`config.mk`:
```
export PLATFORM = sky130hd
export DESIGN_NAME = ddc_channel_control
export DESIGN_NICKNAME = d
export VERILOG_FILES = /design/src/common/ddc_pkg.sv /design/src/common/ddc_cfg_if.sv /design/src/hw/ddc_channel_control.sv /design/src/hw/ddc_nco.sv /design/src/hw/ddc_decim.sv
export SDC_FILE = /design/constraint.sdc
export NUM_CORES = 1
export LEC_CHECK = 0
export BUFFER_PORTS_ARGS = -buffer_cell sky130_fd_sc_hd__buf_2
export CORE_ASPECT_RATIO = 1.75
export CORE_MARGIN = 10
export CORE_UTILIZATION = 30
export DETAILED_ROUTE_END_ITERATION = 8
export GPL_TIMING_DRIVEN = 0
export RECOVER_POWER = 25
export SETUP_SLACK_MARGIN = 0.05
export SYNTH_ARGS = -nofsm -noshare
export SYNTH_HDL_FRONTEND = slang
export SYNTH_SLANG_ARGS = --single-unit
```
`constraint.sdc`:
```
create_clock -name pclk -period 13.25 [get_ports pclk]
set_input_delay 1.325 -clock pclk [delete_from_list [all_inputs] [get_ports pclk]]
set_output_delay 1.325 -clock pclk [all_outputs]
set_load 0.005 [all_outputs]
```
`src/common/ddc_pkg.sv`:
```
package ddc_pkg;
  // bus geometry: printed offsets are word indices, byte address is four times that
  localparam int unsigned ADDR_W = 14;
  localparam logic [11:0] IDX_SYNC  = 12'h300;
  localparam logic [11:0] IDX_CTRL  = 12'h310;
  localparam logic [11:0] IDX_ROUTE = 12'h311;
  // field positions
  localparam int unsigned SYNC_MODE_LSB = 0;
  localparam int unsigned SYNC_RESET_BIT = 4;
  localparam int unsigned CTRL_DEC_LSB = 0;
  localparam int unsigned CTRL_C2R_BIT = 3;
  localparam int unsigned CTRL_IF_LSB = 4;
  localparam int unsigned CTRL_GAIN_BIT = 6;
  localparam int unsigned CTRL_MIXER_BIT = 7;
  localparam int unsigned ROUTE_I_BIT = 0;
  localparam int unsigned ROUTE_Q_BIT = 2;
  // writable bits and values after reset
  localparam logic [7:0] SYNC_MASK  = 8'h13;
  localparam logic [7:0] CTRL_MASK  = 8'hfb;
  localparam logic [7:0] ROUTE_MASK = 8'h05;
  localparam logic [7:0] SYNC_RESET  = 8'h00;
  localparam logic [7:0] CTRL_RESET  = 8'h00;
  localparam logic [7:0] ROUTE_RESET = 8'h00;
  // datapath
  localparam int unsigned SAMPLE_W = 12;
  localparam int unsigned NCO_W = 12;
  localparam logic [11:0] NCO_STEP_DEFAULT = 12'h100;
  localparam logic [11:0] QUARTER_STEP = 12'h400;
  localparam logic [11:0] PLUS_FULL_SCALE = 12'h7ff;
  localparam logic [1:0] SYNC_OFF = 2'h0;
  localparam logic [1:0] SYNC_EVERY = 2'h1;
  localparam logic [1:0] DEC_SPECIAL = 2'h3;
  typedef enum logic [1:0] {
    IF_VARIABLE = 2'h0, IF_ZERO = 2'h1, IF_QUARTER = 2'h2, IF_TEST = 2'h3
  } if_mode_t;
endpackage

```
`src/common/ddc_cfg_if.sv`:
```
`timescale 1ns/1ps
interface ddc_cfg_if;
  logic             mixer_complex; // active mixer type
  logic             c2r_en;        // complex to real enable
  ddc_pkg::if_mode_t if_mode;      // active if mode
  logic [1:0]       dec_code;      // active decimation code
  logic             nco_hold;      // oscillator soft reset
  logic             nco_resync;    // one-cycle resync pulse
  modport src (output mixer_complex, c2r_en, if_mode, dec_code, nco_hold, nco_resync);
  modport sink (input mixer_complex, c2r_en, if_mode, dec_code, nco_hold, nco_resync);
endinterface

```
`src/hw/ddc_channel_control.sv`:
```
`timescale 1ns/1ps
// Functional notes
// - soft reset bit holds oscillator in reset
// - sysref resync: off, every event, once
// - mixer select: 0 real, 1 complex
// - gain select: 0 dB or 6 dB
// - if 00 variable, 01 zero if bypass
// - if 10 quarter rate, 11 full-scale test
// - code 11: by 2 with c2r, else 1
// - i and q each pick channel a/b
// - input routing resets to zero, channel a
module ddc_channel_control (
  // clock and reset
  input  wire logic        pclk,
  input  wire logic        presetn,
  // apb slave
  input  wire logic        psel,
  input  wire logic        penable,
  input  wire logic        pwrite,
  input  wire logic [13:0] paddr,
  input  wire logic [31:0] pwdata,
  input  wire logic [3:0]  pstrb,
  output logic [31:0]      prdata,
  output logic             pready,
  output logic             pslverr,
  // converter sample streams
  input  wire logic [11:0] first_converter_channel,
  input  wire logic [11:0] second_converter_channel,
  input  wire logic        sample_valid,
  input  wire logic        sysref,
  // downconverted output
  output logic [11:0]      ddc_i,
  output logic [11:0]      ddc_q,
  output logic             ddc_valid
);
  // register map selector
  typedef enum logic [3:0] {
    SEL_NONE  = 4'b0001,
    SEL_SYNC  = 4'b0010,
    SEL_CTRL  = 4'b0100,
    SEL_ROUTE = 4'b1000
  } reg_sel_t;

  // software registers
  logic [7:0] sync_reg, next_sync_reg;       // sync control
  logic [7:0] ctrl_reg, next_ctrl_reg;       // channel control
  logic [7:0] route_reg, next_route_reg;     // input routing
  logic       armed, next_armed;             // one-shot sysref armed
  // active copies used by the datapath
  logic       act_complex, next_act_complex; // mixer type in use
  logic       act_gain, next_act_gain;       // gain in use
  logic       act_c2r, next_act_c2r;         // c2r in use
  logic [1:0] act_if, next_act_if;           // if mode in use
  logic [1:0] act_dec, next_act_dec;         // decimation in use
  // bus answer next values
  logic [31:0] next_prdata;
  logic        next_pready;
  logic        next_pslverr;
  // decode helpers
  reg_sel_t    setup_sel;                    // decode in setup cycle
  reg_sel_t    access_sel;                   // decode in access cycle
  logic        wr_fire;                      // write commits this edge
  logic        setup;                        // setup phase seen
  // datapath
  logic [11:0]        phase;                 // oscillator phase
  logic               dec_idle;              // no half pair pending
  logic               mix_valid, next_mix_valid;
  logic signed [11:0] mix_i, next_mix_i;     // mixer output i
  logic signed [11:0] mix_q, next_mix_q;     // mixer output q
  logic signed [11:0] src_i, src_q;          // routed inputs
  logic [1:0]         quad;                  // phase quadrant
  logic               dec_valid;
  logic signed [11:0] dec_i, dec_q;
  logic [11:0]        next_ddc_i, next_ddc_q;
  logic               next_ddc_valid;
  logic               sync_hit;              // sysref resync taken

  ddc_cfg_if cfg ();

  // word address to register, shared by read and write
  function automatic reg_sel_t decode(input logic [13:0] addr);
    reg_sel_t s;
    s = SEL_NONE;
    if (addr[13:2] == ddc_pkg::IDX_SYNC) begin
      s = SEL_SYNC;
    end else if (addr[13:2] == ddc_pkg::IDX_CTRL) begin
      s = SEL_CTRL;
    end else if (addr[13:2] == ddc_pkg::IDX_ROUTE) begin
      s = SEL_ROUTE;
    end
    return s;
  endfunction

  // multiply by +1, 0 or -1 without a multiplier; the 13-bit result holds negated -full scale
  function automatic logic signed [12:0] weigh(input logic signed [11:0] x,
                                               input logic [1:0] w);
    logic signed [12:0] r;
    r = 13'(x);
    unique case (w)
      2'h0: r = '0;
      2'h1: r = 13'(x);
      2'h2: r = -13'(x);
      2'h3: r = '0;
    endcase
    return r;
  endfunction

  // clamp to the 12-bit signed range
  function automatic logic signed [11:0] clamp(input logic signed [12:0] x);
    logic signed [11:0] r;
    r = x[11:0];
    if (x > 13'sh07ff) begin
      r = 12'sh7ff;
    end else if (x < -13'sh0800) begin
      r = 12'sh800;
    end
    return r;
  endfunction

  // bus decode
  always_comb begin
    setup = psel && !penable;
    setup_sel = decode(paddr);
    access_sel = decode(paddr);
    wr_fire = psel && penable && pready && pwrite && pstrb[0];
  end

  // register file next values
  always_comb begin
    next_sync_reg = sync_reg;
    next_ctrl_reg = ctrl_reg;
    next_route_reg = route_reg;
    next_armed = armed;
    if (wr_fire) begin
      unique case (access_sel)
        SEL_SYNC: next_sync_reg = pwdata[7:0] & ddc_pkg::SYNC_MASK;
        SEL_CTRL: next_ctrl_reg = pwdata[7:0] & ddc_pkg::CTRL_MASK;
        SEL_ROUTE: next_route_reg = pwdata[7:0] & ddc_pkg::ROUTE_MASK;
        SEL_NONE: next_route_reg = route_reg;
      endcase
    end
    // one shot is spent by the event it takes
    if (sync_hit && sync_reg[ddc_pkg::SYNC_MODE_LSB + 1]) begin
      next_armed = 1'b0;
    end
    // writing a one-shot code re-arms; the write wins over the event
    if (wr_fire && access_sel == SEL_SYNC && pwdata[ddc_pkg::SYNC_MODE_LSB + 1]) begin
      next_armed = 1'b1;
    end
  end

  // sysref resync selection
  always_comb begin
    sync_hit = 1'b0;
    if (sysref) begin
      if (sync_reg[ddc_pkg::SYNC_MODE_LSB +: 2] == ddc_pkg::SYNC_EVERY) begin
        sync_hit = 1'b1; // every event
      end else if (sync_reg[ddc_pkg::SYNC_MODE_LSB + 1]) begin
        sync_hit = armed; // first event only
      end
    end
  end

  // read data and answer, computed in the setup cycle
  always_comb begin
    next_prdata = '0;
    next_pready = setup;
    next_pslverr = setup && (setup_sel == SEL_NONE);
    if (setup && !pwrite) begin
      unique case (setup_sel)
        SEL_SYNC: next_prdata = {24'h000000, sync_reg};
        SEL_CTRL: next_prdata = {24'h000000, ctrl_reg};
        SEL_ROUTE: next_prdata = {24'h000000, route_reg};
        SEL_NONE: next_prdata = '0;
      endcase
    end
  end

  // registers and bus answer
  always_ff @(posedge pclk or negedge presetn) begin
    if (!presetn) begin
      sync_reg <= ddc_pkg::SYNC_RESET;
      ctrl_reg <= ddc_pkg::CTRL_RESET;
      route_reg <= ddc_pkg::ROUTE_RESET; // channel a on both paths
      armed <= 1'b0;
      prdata <= '0;
      pready <= 1'b0;
      pslverr <= 1'b0;
    end else begin
      sync_reg <= next_sync_reg;
      ctrl_reg <= next_ctrl_reg;
      route_reg <= next_route_reg;
      armed <= next_armed;
      prdata <= next_prdata;
      pready <= next_pready;
      pslverr <= next_pslverr;
    end
  end

  // adopt new settings only between whole pairs, so no pair mixes two settings
  always_comb begin
    next_act_complex = act_complex;
    next_act_gain = act_gain;
    next_act_c2r = act_c2r;
    next_act_if = act_if;
    next_act_dec = act_dec;
    // taken only while no sample enters, so the mixer, oscillator and decimator
    // all see the new set from the same first sample; a gapless stream keeps the old set
    if (!sample_valid && dec_idle && !mix_valid) begin
      next_act_complex = ctrl_reg[ddc_pkg::CTRL_MIXER_BIT];
      next_act_gain = ctrl_reg[ddc_pkg::CTRL_GAIN_BIT];
      next_act_c2r = ctrl_reg[ddc_pkg::CTRL_C2R_BIT];
      next_act_if = ctrl_reg[ddc_pkg::CTRL_IF_LSB +: 2];
      next_act_dec = ctrl_reg[ddc_pkg::CTRL_DEC_LSB +: 2];
    end
  end

  // active settings registers
  always_ff @(posedge pclk or negedge presetn) begin
    if (!presetn) begin
      act_complex <= 1'b0;
      act_gain <= 1'b0;
      act_c2r <= 1'b0;
      act_if <= 2'h0;
      act_dec <= 2'h0;
    end else begin
      act_complex <= next_act_complex;
      act_gain <= next_act_gain;
      act_c2r <= next_act_c2r;
      act_if <= next_act_if;
      act_dec <= next_act_dec;
    end
  end

  // settings to the oscillator and decimator
  assign cfg.mixer_complex = act_complex;
  assign cfg.c2r_en = act_c2r;
  assign cfg.if_mode = ddc_pkg::if_mode_t'(act_if);
  assign cfg.dec_code = act_dec;
  assign cfg.nco_hold = sync_reg[ddc_pkg::SYNC_RESET_BIT];
  assign cfg.nco_resync = sync_hit;

  ddc_nco u_nco (
    .pclk    (pclk),
    .presetn (presetn),
    .cfg     (cfg),
    .advance (sample_valid),
    .phase   (phase)
  );

  // routing and mixing; coarse quadrant oscillator keeps the mixer multiplier-free
  always_comb begin
    // each path picks its own converter channel
    src_i = route_reg[ddc_pkg::ROUTE_I_BIT] ? second_converter_channel
                                            : first_converter_channel;
    src_q = route_reg[ddc_pkg::ROUTE_Q_BIT] ? second_converter_channel
                                            : first_converter_channel;
    if (cfg.if_mode == ddc_pkg::IF_TEST) begin
      src_i = ddc_pkg::PLUS_FULL_SCALE; // inputs forced high
      src_q = ddc_pkg::PLUS_FULL_SCALE;
    end
    quad = phase[11:10];
    next_mix_valid = sample_valid;
    next_mix_i = mix_i;
    next_mix_q = mix_q;
    if (sample_valid) begin
      if (cfg.if_mode == ddc_pkg::IF_ZERO) begin
        next_mix_i = src_i; // mixer bypassed
        next_mix_q = act_complex ? src_q : 12'sh000;
      end else if (act_complex) begin
        // complex mixer variable, quarter and test modes rotate
        next_mix_i = clamp(weigh(src_i, cos_w(quad)) + weigh(src_q, sin_w(quad)));
        next_mix_q = clamp(weigh(src_q, cos_w(quad)) - weigh(src_i, sin_w(quad)));
      end else begin
        // real mixer uses the i path only
        next_mix_i = clamp(weigh(src_i, cos_w(quad)));
        next_mix_q = clamp(-weigh(src_i, sin_w(quad)));
      end
    end
  end

  // cosine weight per quadrant: +1, 0, -1, 0
  function automatic logic [1:0] cos_w(input logic [1:0] q);
    logic [1:0] w;
    w = 2'h0;
    unique case (q)
      2'h0: w = 2'h1;
      2'h1: w = 2'h0;
      2'h2: w = 2'h2;
      2'h3: w = 2'h0;
    endcase
    return w;
  endfunction

  // sine weight per quadrant: 0, +1, 0, -1
  function automatic logic [1:0] sin_w(input logic [1:0] q);
    logic [1:0] w;
    w = 2'h0;
    unique case (q)
      2'h0: w = 2'h0;
      2'h1: w = 2'h1;
      2'h2: w = 2'h0;
      2'h3: w = 2'h2;
    endcase
    return w;
  endfunction

  // mixer stage register
  always_ff @(posedge pclk or negedge presetn) begin
    if (!presetn) begin
      mix_valid <= 1'b0;
      mix_i <= '0;
      mix_q <= '0;
    end else begin
      mix_valid <= next_mix_valid;
      mix_i <= next_mix_i;
      mix_q <= next_mix_q;
    end
  end

  ddc_decim u_decim (
    .pclk      (pclk),
    .presetn   (presetn),
    .cfg       (cfg),
    .in_valid  (mix_valid),
    .in_i      (mix_i),
    .in_q      (mix_q),
    .out_valid (dec_valid),
    .out_i     (dec_i),
    .out_q     (dec_q),
    .idle      (dec_idle)
  );

  // gain and complex to real at the output
  always_comb begin
    next_ddc_valid = dec_valid;
    next_ddc_i = ddc_i;
    next_ddc_q = ddc_q;
    if (dec_valid) begin
      // 6 dB doubles with saturation, 0 dB passes
      next_ddc_i = act_gain ? clamp({dec_i, 1'b0}) : dec_i;
      next_ddc_q = act_gain ? clamp({dec_q, 1'b0}) : dec_q;
      // real output carries no q part
      if (act_c2r) begin
        next_ddc_q = '0;
      end
    end
  end

  // output registers
  always_ff @(posedge pclk or negedge presetn) begin
    if (!presetn) begin
      ddc_valid <= 1'b0;
      ddc_i <= '0;
      ddc_q <= '0;
    end else begin
      ddc_valid <= next_ddc_valid;
      ddc_i <= next_ddc_i;
      ddc_q <= next_ddc_q;
    end
  end
endmodule // ddc_channel_control

```
`src/hw/ddc_nco.sv`:
```
`timescale 1ns/1ps
module ddc_nco (
  // clock and reset
  input  wire logic        pclk,
  input  wire logic        presetn,
  // settings
  ddc_cfg_if.sink          cfg,
  // sample strobe and phase
  input  wire logic        advance,
  output logic [11:0]      phase
);
  logic [11:0] next_phase; // accumulator next value
  logic [11:0] step;       // phase increment

  // accumulator next value
  always_comb begin
    step = (cfg.if_mode == ddc_pkg::IF_QUARTER) ? ddc_pkg::QUARTER_STEP
                                                : ddc_pkg::NCO_STEP_DEFAULT;
    next_phase = phase;
    if (cfg.nco_hold) begin
      next_phase = '0; // held in reset
    end else if (cfg.if_mode == ddc_pkg::IF_ZERO) begin
      next_phase = '0; // oscillator disabled
    end else if (cfg.nco_resync) begin
      next_phase = '0; // realigned to sysref
    end else if (advance) begin
      next_phase = phase + step;
    end
  end

  // accumulator register
  always_ff @(posedge pclk or negedge presetn) begin
    if (!presetn) begin
      phase <= '0;
    end else begin
      phase <= next_phase;
    end
  end
endmodule // ddc_nco

```
`src/hw/ddc_decim.sv`:
```
`timescale 1ns/1ps
module ddc_decim (
  // clock and reset
  input  wire logic               pclk,
  input  wire logic               presetn,
  // settings
  ddc_cfg_if.sink                 cfg,
  // mixed samples in
  input  wire logic               in_valid,
  input  wire logic signed [11:0] in_i,
  input  wire logic signed [11:0] in_q,
  // decimated samples out
  output logic                    out_valid,
  output logic signed [11:0]      out_i,
  output logic signed [11:0]      out_q,
  output logic                    idle
);
  typedef enum logic [1:0] {ST_EVEN = 2'b01, ST_ODD = 2'b10} dec_state_t;
  dec_state_t        state, next_state;         // pair position
  logic signed [11:0] held_i, held_q;           // first of a pair
  logic signed [11:0] next_held_i, next_held_q;
  logic               next_valid;
  logic signed [11:0] next_i, next_q;
  logic               by_two;                   // decimate by 2 selected
  logic signed [12:0] sum_i, sum_q;

  // pairing and averaging
  always_comb begin
    // code 11 halves only with complex to real on
    by_two = (cfg.dec_code == ddc_pkg::DEC_SPECIAL) ? cfg.c2r_en : 1'b1;
    sum_i = 13'(in_i) + 13'(held_i);
    sum_q = 13'(in_q) + 13'(held_q);
    next_state = state;
    next_held_i = held_i;
    next_held_q = held_q;
    next_valid = 1'b0;
    next_i = out_i;
    next_q = out_q;
    if (in_valid) begin
      unique case (state)
        ST_EVEN: begin
          if (by_two) begin
            next_held_i = in_i;
            next_held_q = in_q;
            next_state = ST_ODD;
          end else begin
            next_valid = 1'b1; // pass through
            next_i = in_i;
            next_q = in_q;
          end
        end
        ST_ODD: begin
          next_valid = 1'b1; // average of the pair
          next_i = sum_i[12:1];
          next_q = sum_q[12:1];
          next_state = ST_EVEN;
        end
      endcase
    end
  end

  // pipeline registers
  always_ff @(posedge pclk or negedge presetn) begin
    if (!presetn) begin
      state <= ST_EVEN;
      held_i <= '0;
      held_q <= '0;
      out_valid <= 1'b0;
      out_i <= '0;
      out_q <= '0;
    end else begin
      state <= next_state;
      held_i <= next_held_i;
      held_q <= next_held_q;
      out_valid <= next_valid;
      out_i <= next_i;
      out_q <= next_q;
    end
  end

  assign idle = (state == ST_EVEN);
endmodule // ddc_decim

```
==> run metrics, run 1 <==
result of the run finished, violations left; failing checks capacitance limit, slew limit; count of buffering cells on the critical path with inverters included 2; TritonCTS Sinks 135; measured slew at the worst slew-check pin 4.81 ns; number of design rule violations left after detail routing 0; WL final 35100 um; Setup violations, final 0; Max-cap violations 2; Post-Synthesis Cells 1210; DIE AREA 0.0434 mm2; core region area 0.0347 mm2; vias in the first global route 9841; number of clock buffers inserted by TritonCTS 17; number of endpoints with negative hold slack in the final report 0; highest routed metal layer met4; routability cong. 1.01; Final TNS setup 0 ns; TritonCTS clock tree yes; floorplan die width 162 um; highest ir drop seen on vdd 0.115 mV; deepest clock path buffer count 2; area added between synthesis and finish 16.3%; number of antenna violations at the first check in global routing 1; # fillers 3627; EDFF count, synth 0; footprint of the multi-input gates 0.00667 mm2; post-synth cell types 95; Resize count post-CTS 0; synthesized cell area 0.0106 mm2; required time reported for the critical path endpoint 12.63 ns; CP most frequent cell clkbuf_1; number of rows in the core area 90; overall fraction of global-route tracks in use 15.9%; maximum clock rate 140 MHz; Primary FF master, synth dfrtp_1; critical setup path kind in -> async; Antenna Violating Nets Remaining 0; Seq cells post-synth 135; first-pass iteration count of the detailed router 5; average footprint of a synthesized cell 8.74 um2; share of synthesized flip-flops with an asynchronous set or reset 100%; warnings from Yosys 0; kind of end point of the critical path asynchronous set/reset pin; Slew Viols, Final 138; GRT overflow 0; power density over cell area 269 mW/mm2; kind of cell with the highest combined delay on the critical path buffers and inverters; RSZ-0062 raised after global routing false; crit path DAT 6.53 ns; worst path cell trace clkbuf_1 > clkbuf_1; total of buffers placed on input and output ports 85; Root Buffer Master clkbuf_16; Worst-path clk slew 0.06 ns; first-pass GRT wire length 53900 um; count of routing violations after the opening detailed-route iteration 469; via-per-instance ratio 5.23; Tcrit/Tclk final 54.0%; cell with the largest stage delay on the worst path clkbuf_1; normalized max-slew margin -221%; pin count of the biggest net entering global routing 92; number of top-level pins 140; minimum clock period after layout 7.15 ns; met3 wire length 1440 um; post-layout net count 1477; # hold bufs at CTS 0; sequential fraction of the synthesis area 32.0%; largest incremental delay on the critical path 3.47 ns; Leak 5.42 nW; fraction of final layout cells with drive strength greater than 1 19.8%; total chip power 3.31 mW; worst min-delay path category reg -> reg; clock tree skew after final layout 0.00979 ns; placed wire-length estimate 29100 um; DIE HEIGHT 268 um; most used cells in the layout excluding fill and tap cells 134 x dfrtp_1, 131 x nor2_1, 117 x nand2_1; met2 routed wirelength 19600 um; cell area after layout 0.0123 mm2; total number of H-tree levels 4; area of placed instances 0.0117 mm2; final core area utilization 35.5%; maximum fanout along the worst path 91; WL/cell 19.4 um; effective utilization at floorplan 30.5%; critical path startpoint category primary input; most frequent standard cell in the layout excluding fill and tap cells dfrtp_1; met1 wire length 11500 um; routed vias 9482; register cell area after layout 0.00338 mm2; Post CTS Setup Buffer Count 0; Worst-Skew Late Latency 0.42 ns
[cell families after synthesis]
logic type      after synthesis  share of synthesized area (%)
fa+ha+maj                    66                           7.94
simple gates                408                           18.7
mux                          88                           9.55
compound gates              334                           21.1
flops                       135                           32.0
xor+xnor                     58                           4.88
other cells                   1                         0.0355
buf+inv                     120                           5.85
[final timing paths]
check	start	endpoint	slack (ns)	cells after the start
setup / recovery	presetn	u_decim.held_i[4]	6.10	2
setup reg to reg	act_if[0]	mix_q[7]	7.66	22
hold / removal	u_decim.out_valid	ddc_valid	0.37	0
hold reg to reg	u_decim.out_valid	ddc_valid	0.37	0
max in group pclk	first_converter_channel[1]	mix_q[7]	7.41	20
min in group asynchronous	presetn	route_reg[2]	1.61	1
[area by class of cell]
| cell class | count | share of cell area [%] |
|---|---|---|
| buffer | 84 | 3.93 |
| antenna | 1 | 0.0204 |
| clock inverter | 14 | 1.63 |
| sequential | 135 | 27.5 |
| multi-input combinational | 978 | 54.2 |
| inverter | 36 | 1.10 |
| tap | 460 | 4.68 |
| timing repair buffer | 87 | 3.50 |
| clock buffer | 17 | 3.46 |
[where the power goes]
group | switching (mW) | internal [mW] | total [mW] | leakage [nW]
combinational | 1.23 | 0.843 | 2.07 | 3.46
clock | 0.188 | 0.316 | 0.503 | 0.296
sequential | 0.159 | 0.576 | 0.734 | 1.66
total | 1.57 | 1.73 | 3.31 | 5.42
[per-layer routing]
layer / track usage (%) / vias to the layer above
met2: 31.6 / 274
li1: - / 4569
met3: 2.54 / 111
met1: 13.8 / 4528
met4: 12.2 / 0
met5: 0 / -
[cell usage after synthesis (6+ instances only)]
cell type / count / share of area, %
and3_1: 12 / 0.71
buf_4: 26 / 1.8
ha_1: 53 / 6.3
nand4_1: 6 / 0.36
o22ai_1: 9 / 0.53
and2_1: 23 / 1.4
nand2_1: 117 / 4.2
mux2i_1: 26 / 2.5
a21o_1: 17 / 1.2
xor2_1: 24 / 2.0
o31a_1: 6 / 0.50
dfrtp_1: 134 / 32
nor4_1: 6 / 0.36
a211oi_1: 8 / 0.57
nor3_1: 26 / 1.2
nand3_1: 17 / 0.80
nor2_1: 131 / 4.7
nand2b_1: 18 / 1.1
a311oi_1: 10 / 0.83
xnor2_1: 33 / 2.7
o21ai_0: 64 / 3.0
o21ai_1: 12 / 0.57
o211ai_1: 21 / 1.5
or2_2: 6 / 0.36
buf_6: 7 / 0.75
nor2b_1: 11 / 0.65
mux2_2: 53 / 5.6
a21oi_1: 97 / 4.6
inv_1: 33 / 1.2
clkbuf_1: 41 / 1.5
a31oi_1: 29 / 1.7
[metrics by stage]
stage / instances / setup WS, ns / hold WS [ns]
detailed placement: 1780 / 6.69 / 0.365
global route: 1812 / 4.76 / 0.385
CTS: 1811 / 7.12 / 0.378
global placement: 1778 / 6.70 / 0.360
floorplan: 1233 / 7.98 / 0.352
finish: 1812 / 6.10 / 0.373
Note: power is estimated with default switching activity, not from simulation.
==> run 2: changes to the inputs <==
--- a/config.mk
+++ b/config.mk
@@ -5,6 +5,7 @@
 export SDC_FILE = /design/constraint.sdc
 export NUM_CORES = 1
 export LEC_CHECK = 0
+export ABC_AREA = 1
 export BUFFER_PORTS_ARGS = -buffer_cell sky130_fd_sc_hd__buf_2
 export CORE_ASPECT_RATIO = 1.75
 export CORE_MARGIN = 10
==> constraint.sdc (replaced) <==
create_clock -name pclk -period 7.4 [get_ports pclk]
set_input_delay 0.74 -clock pclk [delete_from_list [all_inputs] [get_ports pclk]]
set_output_delay 0.74 -clock pclk [all_outputs]
set_load 0.005 [all_outputs]
==> run 2 against run 1 <==
- area after synthesis shrank 1.5%
- largest power group unchanged
- non-clock buffer count shrank 14
- count of clock-buffer cells in the layout grew 7
- the flow still finishes with violations (capacitance limit, slew limit)
==> run metrics, run 2 <==
maximum clock rate 207 MHz; maximum fanout along the worst path 10; Post-Synthesis Cells 1467; TritonCTS Sinks 135; most congested layer reported by global routing met2; DIE AREA 0.0429 mm2; most frequent standard cell in the layout excluding fill and tap cells nand2_1; number of clock buffers inserted by TritonCTS 17; Resize count post-CTS 0; final core area utilization 35.3%; critical path startpoint category flip-flop; number of rows in the core area 90; most instantiated library cell after synthesis nand2_1; share of the synthesized area in the top cell type 32.2%; Slew Viols, Final 37; met3 track demand over resource 2.17%; number of top-level pins 140; failing checks capacitance limit, slew limit; power density over cell area 426 mW/mm2; floorplan die width 161 um; Leak 6.32 nW; switching part of the total 48.2%; dominant cells by area after synthesis dfrtp_1 32%, nand2_1 12%, o21ai_0 7.5%; Worst-Skew Late Latency 0.43 ns; Primary FF master, synth dfrtp_1; Setup Slack @ Placement 2.51 ns; Post CTS Setup Buffer Count 0; core region area 0.0343 mm2; internal power summed over all cells 2.67 mW; antenna diode count 0; clock tree skew after final layout 0.0152 ns; average footprint of a synthesized cell 7.10 um2; largest incremental delay on the critical path 0.69 ns; total of buffers placed on input and output ports 86; number of design rule violations left after detail routing 0; normalized max-slew margin -43.1%; Post-synth top cells 345 x nand2_1, 164 x inv_1, 155 x o21ai_0; synthesized cell area 0.0104 mm2; kind of cell with the highest combined delay on the critical path simple AND/OR/NAND/NOR gates; warnings from Yosys 0; minimum clock period after layout 4.83 ns; Logic pwr share 60.5%; via-per-instance ratio 4.83; worst min-delay path category in -> reg; most used cells in the layout excluding fill and tap cells 345 x nand2_1, 164 x inv_1, 155 x o21ai_0; critical setup path kind reg -> reg; TritonCTS clock tree yes; area added between synthesis and finish 16.4%; first-pass GRT wire length 53800 um; WL/cell 16.8 um; total number of H-tree levels 4; total chip power 5.16 mW; first-pass iteration count of the detailed router 6; Seq cells post-synth 135; Reg power frac 23.4%; number of antenna violations at the first check in global routing 0; Root Buffer Master clkbuf_16; area of placed instances 0.0115 mm2; Antenna Violating Nets Remaining 0; routed vias 9982; Worst-path clk slew 0.05 ns; # hold bufs at CTS 0; effective utilization at floorplan 30.3%; kind of end point of the critical path flip-flop; post-synth cell types 56; count of routing violations after the opening detailed-route iteration 653; cell area after layout 0.0121 mm2; vias in the first global route 10100; GRT overflow 0; global-route met1 utilization 14.4%; number of endpoints with negative hold slack in the final report 0; highest ir drop seen on vdd 0.193 mV; DIE HEIGHT 266 um; overall fraction of global-route tracks in use 16.0%; most area-hungry cell type in the Yosys netlist dfrtp_1; post-layout net count 1734; deepest clock path buffer count 2; crit path DAT 5.10 ns; pin count of the biggest net entering global routing 100; share of synthesized flip-flops with an asynchronous set or reset 100%; WL final 34700 um; Max-cap violations 1; clock power share 16.2%; EDFF count, synth 0; RSZ-0062 raised after global routing false; placed wire-length estimate 29100 um; min setup slack post-route 2.57 ns; Tcrit/Tclk final 65.2%; Switching Power 2.49 mW; required time reported for the critical path endpoint 7.68 ns; result of the run finished, violations left; cell with the largest stage delay on the worst path nor2_1; worst path cell trace buf_2 > nor2_1 > inv_1 > o22ai_1 > inv_1 > fa_1 > o21ai_0 > nand4_1 > o211ai_1 > nand3_1 > nand2_1 > a31oi_1 > xor2_1 > nor2_1 > o21ai_0 > nand3_1 > a22oi_1; count of buffering cells on the critical path with inverters included 3; routability cong. 0.950; fraction of final layout cells with drive strength greater than 1 14.6%; Final TNS setup 0 ns; Setup violations, final 0; met2 track utilization from global routing 30.9%; measured slew at the worst slew-check pin 2.15 ns; sequential fraction of the synthesis area 32.5%
[run 2: cell count changes after synthesis, sizes merged, moves of 33 or more]
| cell | change |
|---|---|
| o21ai | +84 |
| mux2i | -33 |
| nand3 | +72 |
| inv | +147 |
| mux2 | -47 |
| nand2 | +239 |
[run 2: metrics by stage]
step | hold slack, ns | cells
final | 0.434 | 2068
after global routing | 0.420 | 2068
after CTS | 0.205 | 2068
after detailed placement | 0.471 | 2037
after global placement | 0.461 | 2036
after floorplan | 0.394 | 1490
[run 2: layer usage]
layer / vias to the layer above / part of all wire, %
met4: 0 / 7.8
met1: 4599 / 33
met5: - / 0
met2: 241 / 55
li1: 5044 / -
met3: 98 / 3.4
[run 2: logic make-up after synthesis]
logic type / synth area share [%]
other cells: 0.0360
simple gates: 27.5
buf+inv: 10.5
flops: 32.5
mux: 0.865
fa+ha+maj: 7.14
compound gates: 17.8
xor+xnor: 3.79
[run 2: worst register-to-register path, stage by stage (launching register included)]
cell and delay, ns:
dfrtp_1 0.37, buf_2 0.17, nor2_1 0.69, inv_1 0.33
o22ai_1 0.40, inv_1 0.11, fa_1 0.45, o21ai_0 0.37
nand4_1 0.14, o211ai_1 0.16, nand3_1 0.11, nand2_1 0.12
a31oi_1 0.11, xor2_1 0.21, nor2_1 0.46, o21ai_0 0.22
nand3_1 0.17, a22oi_1 0.08
[run 2: layout make-up]
class                   instances  area [um2]
fillers                      3704       22200
multi-input cells            1103        6030
flip-flops and latches        135        3380
inverters                     182         686
well taps                     460         576
clock buffers                  24         492
repair buffers                 87         457
plain buffers                  70         407
clock inverters                 7        93.8
[run 2: power by group through the flow]
stage	combinational [mW]	sequential, mW	clock [mW]
global route	3.55	1.25	0.881
detailed placement	3.11	1.22	0
floorplan	2.27	1.17	0
finish	3.12	1.21	0.833
CTS	3.12	1.21	0.852
global placement	3.09	1.20	0
[run 2: path summary, 6_finish.rpt]
kind                                 startpoint          end  slack (ns)  cells after the start
min in group asynchronous               presetn     mix_q[6]        0.94                      1
worst min-delay path               sample_valid    mix_valid        0.43                      1
worst max-delay path            u_nco.phase[10]     mix_q[9]        2.57                     17
worst max register to register  u_nco.phase[10]     mix_q[9]        2.57                     17
worst min register to register         ddc_i[0]     ddc_i[0]        0.48                      2
max in group asynchronous               presetn  ctrl_reg[3]        5.13                      2
==> run 3: changes to the inputs <==
==> constraint.sdc (replaced) <==
create_clock -name pclk -period 4.2 [get_ports pclk]
set_input_delay 0.42 -clock pclk [delete_from_list [all_inputs] [get_ports pclk]]
set_output_delay 0.42 -clock pclk [all_outputs]
set_load 0.005 [all_outputs]
==> run 3 against run 2 <==
- flip-flop and latch count unchanged
- total power up 100%
- critical endpoint is now mix_q[7]
- core utilization up 3.6 points
- worst setup slack worse by 2.4 ns
- the run still ends with capacitance limit, slew limit left
- sequential share of layout area down 2.6 points
==> run metrics, run 3 (synthesis gave the netlist of run 2 again) <==
Reg2Reg Depth 24; maximum fanout along the worst path 4; TritonCTS Sinks 135; core region area 0.0343 mm2; Setup violations, final 0; critical path startpoint category flip-flop; kind of cell with the highest combined delay on the critical path simple AND/OR/NAND/NOR gates; overall fraction of global-route tracks in use 16.2%; DIE HEIGHT 266 um; worst min-delay path startpoint sample_valid; count of cell instances traversed by the critical path 24; area added between synthesis and finish 28.2%; result of the run finished, violations left; antenna diode count 0; total of buffers placed on input and output ports 86; count of buffering cells on the critical path with inverters included 6; highest ir drop seen on vdd 0.396 mV; most frequent standard cell in the layout excluding fill and tap cells nand2_1; largest incremental delay on the critical path 0.41 ns; WL final 36200 um; effective utilization at floorplan 30.3%; required time reported for the critical path endpoint 4.54 ns; cell depth of the worst min-delay path 1; worst path cell trace nand2_4 > inv_8 > buf_6 > nor3_4 > buf_6 > nand2_4 > nor2_4 > nand3_4 > nor2_4 > xor2_2 > nand2_1 > o21ai_1 > ha_1 > a21o_1 > a31oi_4 > o21ai_2 > xor2_1 > buf_4 > buf_4 > nor2_4 > buf_12 > o21ai_2 > nand3_1 > a22oi_1; count of routing violations after the opening detailed-route iteration 725; CP most frequent cell nor2_4; pin count of the biggest net entering global routing 100; normalized max-slew margin -44.5%; TritonCTS clock tree yes; RSZ-0062 raised after global routing true; first-pass iteration count of the detailed router 6; number of design rule violations left after detail routing 0; number of antenna violations at the first check in global routing 0; vias in the first global route 10400; DIE AREA 0.0429 mm2; kind of end point of the critical path flip-flop; capturing point of the worst reg2reg path mix_q[7]; area of placed instances 0.0115 mm2; Tcrit/Tclk final 95.9%; placed wire-length estimate 29100 um; critical setup path kind reg -> reg; cell area after layout 0.0133 mm2; Leak 6.75 nW; total number of H-tree levels 4; number of endpoints with negative hold slack in the final report 0; Max-cap violations 1; worst min-delay path category in -> reg; number of top-level pins 140; via-per-instance ratio 4.87; cell with the largest stage delay on the worst path dfrtp_1; Reg2Reg Setup Slack 0.17 ns; Worst-Skew Late Latency 0.43 ns; power density over cell area 784 mW/mm2; WL/cell 17.0 um; first-pass GRT wire length 54800 um; R2R Path Start act_if[0]; final core area utilization 38.9%; GRT overflow 0; failing checks capacitance limit, slew limit; Antenna Violating Nets Remaining 0; Slew Viols, Final 37; number of clock buffers inserted by TritonCTS 17; crit path DAT 4.37 ns; measured slew at the worst slew-check pin 2.17 ns; post-layout net count 1802; most used cells in the layout excluding fill and tap cells 327 x nand2_1, 162 x inv_1, 132 x o21ai_0, 132 x dfrtp_1, 110 x a21oi_1; minimum clock period after layout 4.03 ns; # fillers 3600; routability cong. 0.950; Worst-path clk slew 0.06 ns; maximum clock rate 248 MHz; number of rows in the core area 90; floorplan die width 161 um; deepest clock path buffer count 2; clock tree skew after final layout 0.0141 ns; Hold EP mix_valid; Root Buffer Master clkbuf_16; routed vias 10400; fraction of final layout cells with drive strength greater than 1 23.0%
[run 3: changes by cell type in the layout (fill, tap and decap cells not counted), sizes merged]
cell	previous run	this run
buf	124	185
dlygate4sd3	0	1
clkinvlp	2	3
nor2	138	139
clkbuf	57	61
[run 3: how the worst max path moves through the flow]
| stage | start | to | slack (ns) |
|---|---|---|---|
| 3_3_place_gp | u_nco.phase[10] | mix_q[9] | -0.61 |
| 5_1_grt | route_reg[2] | mix_i[9] | -0.04 |
| 6_report | act_if[0] | mix_q[7] | 0.17 |
| 4_1_cts | route_reg[2] | mix_q[2] | 0.06 |
| 2_1_floorplan | act_if[0] | mix_q[0] | 0.62 |
| 3_5_place_dp | u_nco.phase[10] | mix_q[9] | -0.61 |
[run 3: worst register-to-register path: stages, from the launching register on]
cell and delay (ns):
dfrtp_1 0.41, nand2_4 0.15, inv_8 0.05, buf_6 0.11, nor3_4 0.30, buf_6 0.18
nand2_4 0.05, nor2_4 0.11, nand3_4 0.11, nor2_4 0.20, xor2_2 0.20, nand2_1 0.07
o21ai_1 0.13, ha_1 0.31, a21o_1 0.22, a31oi_4 0.18, o21ai_2 0.08, xor2_1 0.16
buf_4 0.15, buf_4 0.14, nor2_4 0.05, buf_12 0.12, o21ai_2 0.13, nand3_1 0.12
a22oi_1 0.19
[run 3: layout make-up]
class / instances / area, um2 / area share (%)
multi-input cells: 1104 / 6630 / 49.7
flip-flops and latches: 135 / 3380 / 25.3
repair buffers: 153 / 1030 / 7.74
inverters: 182 / 696 / 5.21
well taps: 460 / 576 / 4.31
clock buffers: 24 / 492 / 3.68
plain buffers: 70 / 437 / 3.27
clock inverters: 7 / 93.8 / 0.703
repair inverters: 1 / 7.51 / 0.0562
[run 3: per-stage QoR]
step / hold slack (ns) / setup WS, ns / total power [mW] / TNS (ns) / instances
after global routing: 0.0996 / -0.0442 / 11.4 / -0.0918 / 2136
after global placement: 0.461 / -0.605 / 7.57 / -7.62 / 2036
after detailed placement: 0.349 / -0.610 / 7.62 / -8.77 / 2037
after CTS: 0.0941 / 0.0571 / 9.64 / 0 / 2095
after floorplan: 0.124 / 0.625 / 6.06 / 0 / 1490
final: 0.113 / 0.172 / 10.5 / 0 / 2136
[run 3: power breakdown]
part	switching, mW	internal [mW]	total (mW)
logic	4.10	2.76	6.86
clock network	0.543	0.931	1.47
registers	0.331	1.79	2.12
total	4.98	5.49	10.5
[run 3: routing by layer]
layer / GRT usage (%) / part of all wire (%) / vias up
met5: 0 / 0 / -
met4: 12.9 / 7.8 / 0
met3: 2.19 / 3.2 / 107
met2: 31.4 / 56 / 253
met1: 14.7 / 33 / 4863
li1: - / - / 5181
[run 3: timing repair]
item                                    4_1_cts  5_1_grt
gates cloned                                  2        0
setup buffers                                24       41
pin swaps                                    24       55
hold buffers                                  1        0
hold endpoints to repair                     36        0
gates resized for setup                      51      117
endpoints found under the setup margin       23       24
